[src/common/sckg_pkg.sv]
/*
 * sckg_pkg: constants, enumerations and carriers shared by the system clock
 * generator and its divider.
 * assumes: one source clock (mclk) that all logic runs on; counts are in
 * source clock cycles unless the name says watchdog.
 */
package sckg_pkg;

	// register map
	localparam logic [7:0] CDC_OFFSET      = 8'h00;
	localparam logic [7:0] STATUS_OFFSET   = 8'h01;
	localparam logic [7:0] CDC_RESET       = 8'h00;
	localparam int         DIV_EN_BIT      = 7;
	localparam int         DIV_SEL_W       = 7;
	localparam logic [7:0] DIV_BASE        = 8'h81;

	// fuse values as delivered
	localparam logic [3:0] FUSE_SRC_DEFAULT = 4'h1;
	localparam logic [1:0] FUSE_SUT_DEFAULT = 2'h2;
	// fuse field boundaries
	localparam logic [3:0] SRC_XTAL_LOW    = 4'hA;
	localparam logic [3:0] SRC_LOWFREQ     = 4'h9;
	localparam logic [3:0] SRC_EXTRC_LOW   = 4'h5;
	localparam logic [3:0] SRC_EXTCLK      = 4'h0;

	// start-up counts
	localparam int         WDT_SHORT_CYCLES = 4096;
	localparam int         WDT_LONG_CYCLES  = 65536;
	localparam int         SRC_258_CYCLES   = 258;
	localparam int         SRC_1K_CYCLES    = 1024;
	localparam int         SRC_16K_CYCLES   = 16384;
	localparam int         SRC_32K_CYCLES   = 32768;
	localparam int         SRC_OTHER_CYCLES = 6;
	localparam int         CNT_W            = 17;

	typedef enum logic [2:0] {
		SCKG_SRC_XTAL    = 3'h0,
		SCKG_SRC_LOWFREQ = 3'h1,
		SCKG_SRC_EXTRC   = 3'h2,
		SCKG_SRC_INTRC   = 3'h3,
		SCKG_SRC_EXTCLK  = 3'h4
	} sckg_src_t;

	typedef enum logic [2:0] {
		SCKG_SLP_IDLE     = 3'h0,
		SCKG_SLP_ADC_NR   = 3'h1,
		SCKG_SLP_PWR_DOWN = 3'h2,
		SCKG_SLP_PWR_SAVE = 3'h3,
		SCKG_SLP_STANDBY  = 3'h6,
		SCKG_SLP_EXT_STBY = 3'h7
	} sckg_sleep_t;

	typedef enum logic [1:0] {
		SCKG_ST_RST_DLY = 2'h0,
		SCKG_ST_SRC_DLY = 2'h1,
		SCKG_ST_RUN     = 2'h2,
		SCKG_ST_SLEEP   = 2'h3
	} sckg_fsm_t;

	// software register port
	typedef struct packed {
		logic [7:0] addr;
		logic [7:0] wdata;
		logic       wr;
		logic       rd;
	} sckg_bus_t;

	// per-domain clock enables
	typedef struct packed {
		logic core_clock;
		logic peripheral_clock;
		logic program_memory_clock;
		logic async_timer_clock;
		logic converter_clock;
		logic twi_async_match;
		logic extint_async_detect;
	} sckg_gate_t;

endpackage : sckg_pkg

[src/hw/sckg_divider.sv]
/*
 * sckg_divider: turns the source clock into a one-cycle tick every
 * (129 - division_select) cycles, or every cycle when division is off.
 * assumes: enable and select change only between ticks or the period in
 * progress ends early or runs to the new length, then restarts cleanly.
 */
module sckg_divider #(
	parameter int SEL_W = 7
) (
	// clock and reset
	input  wire logic             mclk,
	input  wire logic             nrst,
	// control
	input  wire logic             divide_enable,
	input  wire logic [SEL_W-1:0] division_select,
	// output
	output logic                  div_tick
);
	import sckg_pkg::*;

	if (SEL_W != DIV_SEL_W) begin : g_chk
		$error("sckg_divider: SEL_W must equal the division select width");
	end

	typedef struct packed {
		logic [7:0] cnt;
		logic       tick;
	} sckg_div_state_t;

	sckg_div_state_t s_reg;
	sckg_div_state_t s_next;
	logic [7:0]      last;

	always_comb begin
		s_next = s_reg;
		last   = DIV_BASE - 8'(division_select) - 8'h01;
		if (!divide_enable) begin
			s_next.cnt  = 8'h00;
			s_next.tick = 1'b1;
		end else if (s_reg.cnt >= last) begin
			s_next.cnt  = 8'h00;
			s_next.tick = 1'b1;
		end else begin
			s_next.cnt  = s_reg.cnt + 8'h01;
			s_next.tick = 1'b0;
		end
	end

	always_ff @(posedge mclk or negedge nrst) begin
		if (!nrst) begin
			s_reg <= '0;
		end else begin
			s_reg <= s_next;
		end
	end

	assign div_tick = s_reg.tick;

endmodule : sckg_divider

[src/hw/sckg_top.sv]
/*
 * sckg_top: system clock generator. Decodes the clock source fuses, times
 * start-up after reset and after deep sleep, gates the clock domains per
 * sleep state and scales all but the async timer clock through a software divider.
 * assumes: mclk is the selected source clock; wdt_osc_tick and asy_xtal_tick
 * are one-cycle pulses already synchronous to mclk; fuse inputs are stable
 * around reset release; the register port follows a one-cycle strobe protocol.
 */
// Function
// RULE_01 - separately gated clock domains per sleep state
// RULE_02 - stopping core clock freezes core state
// RULE_03 - peripheral clock; async external interrupt detection stays
// RULE_04 - two-wire address match async when peripheral halted
// RULE_05 - program memory clock gated with core
// RULE_06 - async timer clock from crystal, runs in sleep
// RULE_07 - converter clock runs with core, peripheral stopped
// RULE_08 - enable bit divides core, peripheral, converter, memory
// RULE_09 - output equals source over 129 minus value
// RULE_10 - value writable only while disabled; enable captures
// RULE_11 - clearing enable discards written value
// RULE_12 - software keeps timer0 async, slow when divided
// RULE_13 - four-bit fuse field selects clock source
// RULE_14 - fuse one unprogrammed, zero programmed
// RULE_15 - deep-sleep wake waits source cycles first
// RULE_16 - reset adds 4K or 64K watchdog cycles
// RULE_17 - delivered fuses 0001 and 10
// RULE_18 - fuses sampled at reset, held afterwards
module sckg_top #(
	parameter int WDT_SHORT = sckg_pkg::WDT_SHORT_CYCLES,
	parameter int WDT_LONG  = sckg_pkg::WDT_LONG_CYCLES,
	parameter int SRC_16K   = sckg_pkg::SRC_16K_CYCLES,
	parameter int SRC_32K   = sckg_pkg::SRC_32K_CYCLES
) (
	// clock and reset
	input  wire logic                  mclk,
	input  wire logic                  nrst,
	// register port
	input  wire sckg_pkg::sckg_bus_t   bus,
	output logic [7:0]                 rdata,
	// fuses
	input  wire logic [3:0]            fuse_clock_source_select,
	input  wire logic [1:0]            fuse_startup_time_select,
	// timing references
	input  wire logic                  wdt_osc_tick,
	input  wire logic                  asy_xtal_tick,
	// sleep control
	input  wire logic                  sleep_req,
	input  wire sckg_pkg::sckg_sleep_t sleep_mode,
	input  wire logic                  wake,
	// clock domain enables
	output sckg_pkg::sckg_gate_t       gates,
	// status
	output sckg_pkg::sckg_src_t        clock_source,
	output logic                       cpu_running,
	output logic                       div_active
);
	import sckg_pkg::*;

	// every start-up count must fit the shared down counter
	localparam int CNT_MAX = (1 << CNT_W) - 1;

	if (WDT_SHORT < 1 || WDT_LONG < WDT_SHORT || WDT_LONG > CNT_MAX) begin : g_chk_wdt
		$error("sckg_top: watchdog start-up counts out of range for the counter");
	end
	if (SRC_16K < 1 || SRC_32K < 1 || SRC_16K > CNT_MAX || SRC_32K > CNT_MAX) begin : g_chk_src
		$error("sckg_top: source start-up counts out of range for the counter");
	end
	// the divider base must sit one above the number of select values
	if (int'(DIV_BASE) != (1 << DIV_SEL_W) + 1) begin : g_chk_div
		$error("sckg_top: divider base does not match the select width");
	end

	typedef struct packed {
		sckg_fsm_t        fsm;
		logic [CNT_W-1:0] cnt;
		sckg_sleep_t      mode;
		logic             div_en;
		logic [6:0]       div_sel;
		logic [3:0]       fuse_src;
		logic [1:0]       fuse_sut;
		logic             fuses_taken;
		logic [7:0]       rdata;
		sckg_gate_t       gates;
		sckg_src_t        src;
		logic             running;
	} sckg_state_t;

	sckg_state_t s_reg;
	sckg_state_t s_next;
	logic        div_tick;

	// RULE_09 divide by 129 minus value
	sckg_divider #(
		.SEL_W           (DIV_SEL_W)
	) sckg_divider_inst (
		.mclk            (mclk),
		.nrst            (nrst),
		.divide_enable   (s_reg.div_en),
		.division_select (s_reg.div_sel),
		.div_tick        (div_tick)
	);

	// RULE_13 source decode from fuse field
	function automatic sckg_src_t decode_src(input logic [3:0] f);
		sckg_src_t r;
		// RULE_14 raw values, zero is programmed
		if (f >= SRC_XTAL_LOW) begin
			r = SCKG_SRC_XTAL;
		end else if (f == SRC_LOWFREQ) begin
			r = SCKG_SRC_LOWFREQ;
		end else if (f >= SRC_EXTRC_LOW) begin
			r = SCKG_SRC_EXTRC;
		end else if (f != SRC_EXTCLK) begin
			r = SCKG_SRC_INTRC;
		end else begin
			r = SCKG_SRC_EXTCLK;
		end
		return r;
	endfunction : decode_src

	// source cycles needed before execution
	function automatic logic [CNT_W-1:0] src_cycles(input sckg_src_t k, input logic ck0,
	                                                input logic [1:0] startup_time_select);
		logic [CNT_W-1:0] r;
		r = CNT_W'(SRC_OTHER_CYCLES);
		case (k)
			SCKG_SRC_XTAL: begin
				if (!ck0) begin
					r = startup_time_select[1] ? CNT_W'(SRC_1K_CYCLES) : CNT_W'(SRC_258_CYCLES);
				end else begin
					r = (startup_time_select == 2'h0) ? CNT_W'(SRC_1K_CYCLES) : CNT_W'(SRC_16K);
				end
			end
			SCKG_SRC_LOWFREQ: begin
				r = (startup_time_select == 2'h2) ? CNT_W'(SRC_32K) : CNT_W'(SRC_1K_CYCLES);
			end
			default: begin
				r = CNT_W'(SRC_OTHER_CYCLES);
			end
		endcase
		return r;
	endfunction : src_cycles

	// watchdog cycles added after reset, zero for none
	function automatic logic [CNT_W-1:0] wdt_cycles(input sckg_src_t k, input logic ck0,
	                                                input logic [1:0] startup_time_select);
		logic [CNT_W-1:0] r;
		logic [2:0]       code;
		code = {ck0, startup_time_select};
		r    = (startup_time_select == 2'h0) ? CNT_W'(WDT_SHORT) : CNT_W'(WDT_LONG);
		if (k == SCKG_SRC_XTAL) begin
			case (code)
				3'h0, 3'h3, 3'h6: begin
					r = CNT_W'(WDT_SHORT);
				end
				3'h2, 3'h5: begin
					r = '0;
				end
				default: begin
					r = CNT_W'(WDT_LONG);
				end
			endcase
		end
		return r;
	endfunction : wdt_cycles

	// per sleep state domain enables, before division
	function automatic sckg_gate_t domain_gates(input logic run, input logic asleep,
	                                            input sckg_sleep_t m);
		sckg_gate_t g;
		g = '0;
		// start-up delays leave every clocked domain off
		if (run) begin
			g.core_clock           = 1'b1;
			g.peripheral_clock     = 1'b1;
			g.program_memory_clock = 1'b1;
			g.async_timer_clock    = 1'b1;
			g.converter_clock      = 1'b1;
		end else if (asleep) begin
			case (m)
				SCKG_SLP_IDLE: begin
					g.peripheral_clock  = 1'b1;
					g.async_timer_clock = 1'b1;
					g.converter_clock   = 1'b1;
				end
				// RULE_07 converter and async timer keep running
				SCKG_SLP_ADC_NR: begin
					g.async_timer_clock = 1'b1;
					g.converter_clock   = 1'b1;
				end
				// RULE_06 async timer survives sleep
				SCKG_SLP_PWR_SAVE, SCKG_SLP_EXT_STBY: begin
					g.async_timer_clock = 1'b1;
				end
				default: begin
					g = '0;
				end
			endcase
		end
		// RULE_03 async interrupt detection when peripheral halted
		g.extint_async_detect = !g.peripheral_clock;
		// RULE_04 async address match when peripheral halted
		g.twi_async_match     = !g.peripheral_clock;
		return g;
	endfunction : domain_gates

	always_comb begin
		sckg_gate_t g;
		sckg_src_t  k;
		g      = '0;
		s_next = s_reg;
		k      = decode_src(s_reg.fuse_src);

		// RULE_18 sample fuses once after release
		if (!s_reg.fuses_taken) begin
			s_next.fuse_src    = fuse_clock_source_select;
			s_next.fuse_sut    = fuse_startup_time_select;
			s_next.fuses_taken = 1'b1;
			s_next.src         = decode_src(fuse_clock_source_select);
			s_next.cnt         = wdt_cycles(decode_src(fuse_clock_source_select),
			                                fuse_clock_source_select[0], fuse_startup_time_select);
		end else begin
			s_next.src = k;
			case (s_reg.fsm)
				// RULE_16 watchdog delay after reset
				SCKG_ST_RST_DLY: begin
					// a zero count (no extra delay) moves on at once
					if (s_reg.cnt == '0) begin
						s_next.fsm = SCKG_ST_SRC_DLY;
						s_next.cnt = src_cycles(k, s_reg.fuse_src[0], s_reg.fuse_sut);
					end else if (wdt_osc_tick) begin
						s_next.cnt = s_reg.cnt - CNT_W'(1);
					end
				end
				// RULE_15 count source cycles before execution
				SCKG_ST_SRC_DLY: begin
					if (s_reg.cnt <= CNT_W'(1)) begin
						s_next.fsm = SCKG_ST_RUN;
						s_next.cnt = '0;
					end else begin
						s_next.cnt = s_reg.cnt - CNT_W'(1);
					end
				end
				SCKG_ST_RUN: begin
					if (sleep_req) begin
						s_next.fsm  = SCKG_ST_SLEEP;
						s_next.mode = sleep_mode;
					end
				end
				SCKG_ST_SLEEP: begin
					if (wake) begin
						// RULE_15 deep sleep restarts oscillator timing
						if (s_reg.mode == SCKG_SLP_PWR_DOWN || s_reg.mode == SCKG_SLP_PWR_SAVE) begin
							s_next.fsm = SCKG_ST_SRC_DLY;
							s_next.cnt = src_cycles(k, s_reg.fuse_src[0], s_reg.fuse_sut);
						end else begin
							s_next.fsm = SCKG_ST_RUN;
						end
					end
				end
				default: begin
					s_next.fsm = SCKG_ST_RST_DLY;
				end
			endcase
		end

		// register writes
		if (bus.wr && bus.addr == CDC_OFFSET) begin
			if (bus.wdata[DIV_EN_BIT]) begin
				// an enabling write while enabled keeps the active factor
				// RULE_10 capture value on enabling write
				if (!s_reg.div_en) begin
					s_next.div_sel = bus.wdata[DIV_SEL_W-1:0];
				end
				s_next.div_en = 1'b1;
			end else begin
				// RULE_11 value discarded on disabling write
				s_next.div_en = 1'b0;
			end
		end

		// register reads, data in the following cycle
		s_next.rdata = 8'h00;
		if (bus.rd) begin
			case (bus.addr)
				CDC_OFFSET: begin
					s_next.rdata = {s_reg.div_en, s_reg.div_sel};
				end
				// zero, source, idle mode, running, state
				STATUS_OFFSET: begin
					s_next.rdata = {1'b0, s_reg.src, s_reg.mode == SCKG_SLP_IDLE, s_reg.running, s_reg.fsm};
				end
				default: begin
					s_next.rdata = 8'h00;
				end
			endcase
		end

		// RULE_01 domain enables from state and sleep mode
		g = domain_gates(s_reg.fuses_taken && s_reg.fsm == SCKG_ST_RUN,
		                 s_reg.fsm == SCKG_ST_SLEEP, s_reg.mode);
		// enables are registered so each one leaves a flip-flop
		// RULE_08 divided domains follow the divider tick
		s_next.gates.peripheral_clock     = g.peripheral_clock && div_tick;
		s_next.gates.converter_clock      = g.converter_clock && div_tick;
		// RULE_02 core halts outside run
		s_next.gates.core_clock           = g.core_clock && div_tick;
		// RULE_05 program memory follows core
		s_next.gates.program_memory_clock = g.core_clock && div_tick;
		// RULE_06 undivided crystal tick
		s_next.gates.async_timer_clock    = g.async_timer_clock && asy_xtal_tick;
		s_next.gates.twi_async_match      = g.twi_async_match;
		s_next.gates.extint_async_detect  = g.extint_async_detect;
		// undivided: a slowly divided core still reads as running
		s_next.running                    = g.core_clock;
	end

	always_ff @(posedge mclk or negedge nrst) begin
		if (!nrst) begin
			s_reg.fsm         <= SCKG_ST_RST_DLY;
			s_reg.cnt         <= '0;
			s_reg.mode        <= SCKG_SLP_IDLE;
			s_reg.div_en      <= CDC_RESET[DIV_EN_BIT];
			s_reg.div_sel     <= CDC_RESET[DIV_SEL_W-1:0];
			// RULE_17 delivered fuse values until sampled
			s_reg.fuse_src    <= FUSE_SRC_DEFAULT;
			s_reg.fuse_sut    <= FUSE_SUT_DEFAULT;
			s_reg.fuses_taken <= 1'b0;
			s_reg.rdata       <= 8'h00;
			s_reg.gates       <= '0;
			s_reg.src         <= SCKG_SRC_INTRC;
			s_reg.running     <= 1'b0;
		end else begin
			s_reg <= s_next;
		end
	end

	assign rdata        = s_reg.rdata;
	assign gates        = s_reg.gates;
	assign clock_source = s_reg.src;
	assign cpu_running  = s_reg.running;
	assign div_active   = s_reg.div_en;

endmodule : sckg_top

[config.mk]
export PLATFORM = sky130hd
export DESIGN_NAME = sckg_top
export DESIGN_NICKNAME = d
export VERILOG_FILES = /design/src/common/sckg_pkg.sv /design/src/hw/sckg_divider.sv /design/src/hw/sckg_top.sv
export SDC_FILE = /design/constraint.sdc
export NUM_CORES = 1
export LEC_CHECK = 0
export BUFFER_PORTS_ARGS = -buffer_cell sky130_fd_sc_hd__buf_2
export CELL_PAD_IN_SITES_DETAIL_PLACEMENT = 1
export CELL_PAD_IN_SITES_GLOBAL_PLACEMENT = 1
export CORE_MARGIN = 2
export CORE_UTILIZATION = 40
export DETAILED_ROUTE_END_ITERATION = 16
export PLACE_DENSITY_LB_ADDON = 0.1
export SLEW_MARGIN = 20
export SYNTH_ARGS = -nofsm -noshare
export SYNTH_HDL_FRONTEND = slang
export SYNTH_SLANG_ARGS = --single-unit
export TNS_END_PERCENT = 20
[constraint.sdc]
create_clock -name mclk -period 2.1 [get_ports mclk]
set_input_delay 0.315 -clock mclk [delete_from_list [all_inputs] [get_ports mclk]]
set_output_delay 0.315 -clock mclk [all_outputs]
set_load 0.02 [all_outputs]
## Word level (Yosys, flattened, before mapping)

Index checks and enable logic that the tools add are counted.
W data, S select, Z words.

| storage, ports and cells | value |
|---|---|
| register bits after elaboration | 63 |
| input bits | 33 |
| output and inout bits | 20 |
| logic and storage cells | 120 |

| operators by class | value |
|---|---|
| add/sub/neg operators | 4 |
| order comparisons | 6 |
| equality and inequality tests | 24 |
| mux-type cells | 40 |
| bitwise logic cells | 1 |
| reductions and logical operators | 27 |

Operators by type and width:

| operator | number |
|---|---|
| $mux W17 | 7 |
| $pmux W17 S3 | 1 |
| $pmux W17 S2 | 1 |
| $pmux W16 S2 | 1 |
| $mux W15 | 2 |
| $mux W3 | 10 |
| $mux W19 | 1 |
| $mux W9 | 2 |
| $le A17 B1 Y1 const B | 1 |
| $logic_not A17 Y1 | 1 |
| $sub A17 B1 Y17 const B | 1 |
| $mux W16 | 1 |
| $pmux W8 S2 | 1 |
| $eq A3 B2 Y1 const B | 4 |
| $logic_not A3 Y1 | 4 |
| $mux W11 | 1 |
| $eq A3 B3 Y1 const B | 3 |
| $add A8 B1 Y8 const B | 1 |
| $eq A4 B4 Y1 const B | 2 |
| $eq A8 B1 Y1 const B | 1 |
| $ge A4 B3 Y1 const B | 2 |
| $ge A4 B4 Y1 const B | 2 |
| $ge A8 B8 Y1 | 1 |
| $logic_not A8 Y1 | 1 |
| 27 further kinds | 50 |

## Longest topological paths before layout

| depth | value |
|---|---|
| depth in word-level cells | 11 |
| gate-level depth with buffers | 10 |
| gate-level depth less buffers | 10 |

## Cells and area by module

Synthesis repeated with hierarchy kept, for this count alone.

| second synthesis, totals | value |
|---|---|
| cell total of the unflattened synthesis | 396 |
| area total of the unflattened synthesis | 3,779.9 um2 |

Modules (own cells, without submodules):

| module | instances | cells an instance | area each (um2) | sequential area each (um2) |
|---|---|---|---|---|
| sckg_top | 1 | 326 | 3,095.5 | 1,356.3 |
| sckg_divider | 1 | 70 | 684.4 | 225.2 |

## Least setup slack after synthesis

OpenSTA, ideal clock, no wires.

| timing | value |
|---|---|
| path kind | reg-to-reg |
| start point | register s_reg[37] (netlist name) |
| end point | register s_reg[45] (netlist name) |
| library setup time | 132 ps |
| arrival time | 2,160 ps |
| required time | 1,968 ps |
| path slack | -192 ps |
| cell stages (with the launch flop) | 10 |
| buffers on the path | 1 |
| clock period less this slack | 2,292 ps |
| path through | dfrtp_1 inv_1 ha_1 or4b_1 buf_2 or4_1 nand2_1 a21oi_1 o311ai_1 o21ai_1 |

| between the ends | value |
|---|---|
| cells in the longest elaborated chain, start to end | 5 |
| elaborated cells between the ends (all ways) | 10 |
| those cells by class | add/sub: 1; order compare: 1; eq/ne: 1; mux: 5; reduce/logical: 2 |

RTL lines:

| what | line | text |
|---|---|---|
| from (decl) | sckg_top.sv:88 | `sckg_state_t s_reg;` |
| from (signal assigned) | sckg_top.sv:334 | `s_reg <= s_next;` |
| $sub A17 B1 Y17 | sckg_top.sv:232, sckg_top.sv:241 |  |
| $mux W17 | sckg_top.sv:231 | `end else if (wdt_osc_tick) begin` |
| $mux W17 | sckg_top.sv:228 | `if (s_reg.cnt == '0) begin` |
| $pmux W17 S3 | sckg_top.sv:224 | `case (s_reg.fsm)` |
| $mux W17 | sckg_top.sv:215 | `if (!s_reg.fuses_taken) begin` |

Parallel ways exist; a longest one is shown, timed or not. The select of a mux whose other input is x is not followed.
A chain may end at the register's enable or synchronous reset.

==> key figures <==
Clocking
  – Clock-pin slew on the worst setup and hold paths: 0.09 ns
  – Num CTS Buffers: 9
  – Clk root buf: clkbuf_8
  – CTS tree: built
  – Clock latency on the worst-skew pair: 0.35 ns
  – H-Tree Depth: 3
  – Sink Count: 63
  – CTS Buffer Depth: 2

Power and ir drop
  – Sequential share of power: 0.243
  – Clk pwr share: 0.172
  – Maximum VDD drop: 0.000554 V
  – Sw power: 3.03 mW
  – Gate power share: 0.585
  – Switch share: 0.419
  – P_int: 4.20 mW
  – Cell Pwr Density: 1380 nW/um^2
  – Leak Pwr: 2.45 nW

Hold path
  – Worst Hold Path Cells: 2
  – Hold path startpoint: sleep_mode[1]
  – Min-Delay Path Class: in -> reg
  – Worst Hold Endpoint: s_reg[35]

Layout
  – Final layout net count: 553
  – Filler instances: 1032
  – Layout cell share with drive strength beyond 1: 0.434
  – Max FFs per register: 36
  – Diodes inserted: 0
  – Fin util: 0.564
  – Layout area overhead: 37.5%
  – Post-route design area: 5220 sq um

Synth
  – Mux share of post-synthesis cell area: 0.0831
  – Syn_area_per_cell: 9.85 sq um
  – Mapped cell area: 3790 sq um
  – Post-synthesis compound-gate area fraction: 0.148
  – Ys async rst share: 1.00
  – Net count after synthesis: 434
  – Post-synth top area share: 0.389
  – Yosys top cell by area: dfrtp_1
  – Post-synth EDFFs: 0
  – Top_reg_cell synth: dfrtp_1
  – Post-synthesis cell type count: 67
  – Post-synthesis xor/xnor area fraction: 0.0323
  – Synth top area cells: dfrtp_1 (39%), ha_1 (5.3%), buf_4 (3.6%), nor2_1 (3.6%), mux2_1 (3.3%)
  – Largest family of logic cells by synthesized area: simple AND/OR/NAND/NOR gates
  – Yosys warns: 0
  – Adder-cell share of the synthesized area: 0.0528
  – Synth Instances: 385
  – #FFs+latches synth: 63
  – Seq/Total Area, Yosys: 0.417
  – Post-Synth Simple-Gate Area: 0.202

STA
  – RSZ-0062 raised after global routing: true
  – Max Clk Rate: 0.427 GHz
  – Crit path setup slack, layout: -0.241 ns
  – Period utilization: 1.11
  – Count of final setup violators: 22
  – Final Skew: 0.0125 ns
  – Min Tclk post-route: 2.34 ns
  – Final hold violation count: 0
  – Final count of pins violating max slew: 0

Placement
  – Detail Placement HPWL: 7.83 mm
  – Placed Area: 4580 sq um
  – Gpl congestion: 0.863
  – PortBufs: 52
  – Setup WS pre-CTS: -0.225 ns

Drt
  – Total routed wirelength: 11.3 mm
  – Initial DRT Pass Iterations: 4
  – Post-route ant nets: 0
  – Routed len/inst: 17.6 microns
  – Vias per cell: 5.29
  – Routed via count: 3372
  – 1st-iter DRT viols: 113
  – DRC Markers: 0

Worst setup path
  – Critical path fanouts, max: 4
  – Crit Reg-Reg Startpoint: s_reg[27]
  – Required @ worst endpoint: 2.39 ns
  – Crit Path Class: reg -> reg
  – Crit end category: flop
  – R2R Path End: sckg_divider_inst.s_reg[4]
  – Flop2flop setup slack: -0.24 ns
  – CP arrival: 2.63 ns
  – R2R depth: 8
  – Worst Setup Start Kind: flop

Floorplan
  – Number of top-level pins: 53
  – Die area: 10300 sq um
  – # rows: 35
  – Initial core utilization: 0.411
  – Core area: 9240 sq um
  – Die H: 101 microns
  – DIE WIDTH: 101 microns

Global route
  – Antenna violations before repair: 0
  – GRT Total Usage: 0.233
  – Vias in the first global route: 3561
  – Largest net degree at the start of global routing: 64
  – First-pass GRT wire length: 18.4 mm
  – Grt ovf: 0

Outcome
  – Outcome: complete, but fails checks
  – Violated checks: setup timing

Job
  – Max cap viols: 0
## what timing repair did
item / CTS / global route
endpoints found under the setup margin: 26 / 28
hold buffers: 1 / 0
buffers inserted: 14 / 1
gates cloned: 1 / 0
hold endpoints to repair: 49 / 0
pin swaps: 20 / 8
gates resized for setup: 42 / 20
## cell type report
type	instances	area, sq um	share of cell area
clock buffers	9	124	0.0238
clock inverters	7	103	0.0197
inverters	15	56.3	0.0108
multi-input cells	279	2250	0.431
flip-flops and latches	63	1590	0.304
well taps	129	161	0.0310
repair buffers	136	936	0.179
## synthesized netlist by cell type (4+ instances only)
cell type / instances
dfstp_2: 4
xnor2_1: 5
a21oi_1: 14
mux2i_1: 9
inv_1: 13
dfrtp_1: 59
and2_1: 5
xor2_1: 9
a21o_1: 4
nor2_1: 36
or4_1: 5
o21ai_0: 9
nor3_1: 11
o31ai_1: 5
nor4_2: 5
clkbuf_1: 7
nand2_1: 28
mux2_1: 11
nor2b_1: 7
o21ai_1: 13
buf_4: 18
nand3_1: 9
nand2b_1: 4
mux2_2: 9
ha_1: 16
## cells in the final DEF (no fill, tap or decap), drive strengths merged, types with 7 or more instances in the layout
| cell | count |
|---|---|
| xor2 | 9 |
| a21oi | 15 |
| nor2b | 7 |
| nand3 | 9 |
| nor3 | 11 |
| inv | 18 |
| nand2 | 28 |
| clkbuf | 9 |
| nor2 | 36 |
| mux2 | 20 |
| ha | 16 |
| dfrtp | 59 |
| mux2i | 9 |
| nor4 | 9 |
| o21ai | 24 |
| buf | 135 |
## power groups by stage
stage / registers [mW] / clock network (mW) / logic, mW
finish: 1.75 / 1.24 / 4.23
global route: 1.78 / 1.32 / 4.58
CTS: 1.75 / 1.24 / 3.94
detailed placement: 1.75 / 0 / 3.43
global placement: 1.74 / 0 / 3.35
floorplan: 1.69 / 0 / 1.91
## worst max-delay path: stages (launching register included)
cell	delay [ns]
dfrtp_1	0.42
nor3_2	0.27
nor3b_4	0.31
xor2_1	0.11
ha_1	0.22
or3_4	0.40
a221oi_4	0.28
o21ai_2	0.15
nor2_1	0.12
## worst max-delay path by stage
stage | start | to | slack [ns] | depth (start not counted)
final | s_reg[27] | sckg_divider_inst.s_reg[4] | -0.24 | 8
after CTS | s_reg[38] | s_reg[45] | -0.16 | 8
after detailed placement | bus[15] | s_reg[28] | -0.23 | 6
after floorplan | s_reg[37] | s_reg[45] | -0.11 | 9
after global routing | s_reg[27] | sckg_divider_inst.s_reg[4] | -0.33 | 9
after global placement | bus[15] | s_reg[26] | -0.17 | 6
## stage by stage
stage               hold slack [ns]  power [mW]  setup TNS [ns]  cells
floorplan                    0.0194        3.60          -0.106    385
global placement              0.353        5.09           -3.10    605
detailed placement            0.358        5.19           -4.87    605
CTS                           0.169        6.93           -1.42    637
global route                  0.169        7.68           -5.50    638
finish                        0.175        7.22           -2.75    638
## routing by layer
metal / vias up / GRT usage / routed length, microns / part of all wire
met4: 0 / 0.0561 / 99 / 0.0088
met2: 60 / 0.389 / 5510 / 0.49
met3: 8 / 0.0352 / 299 / 0.027
li1: 1615 / - / - / -
met5: - / 0 / 0 / 0
met1: 1689 / 0.319 / 5350 / 0.48
## cell families after synthesis
logic type,count (synthesis)
and+or+nand+nor,136
AOI/OAI and AO/OA,82
DFF,63
buffers and inverters,44
muxes,29
adders and majority gates,16
xor gates and xnor gates,14
other,1
No activity file was read; power rests on OpenSTA's default activity.
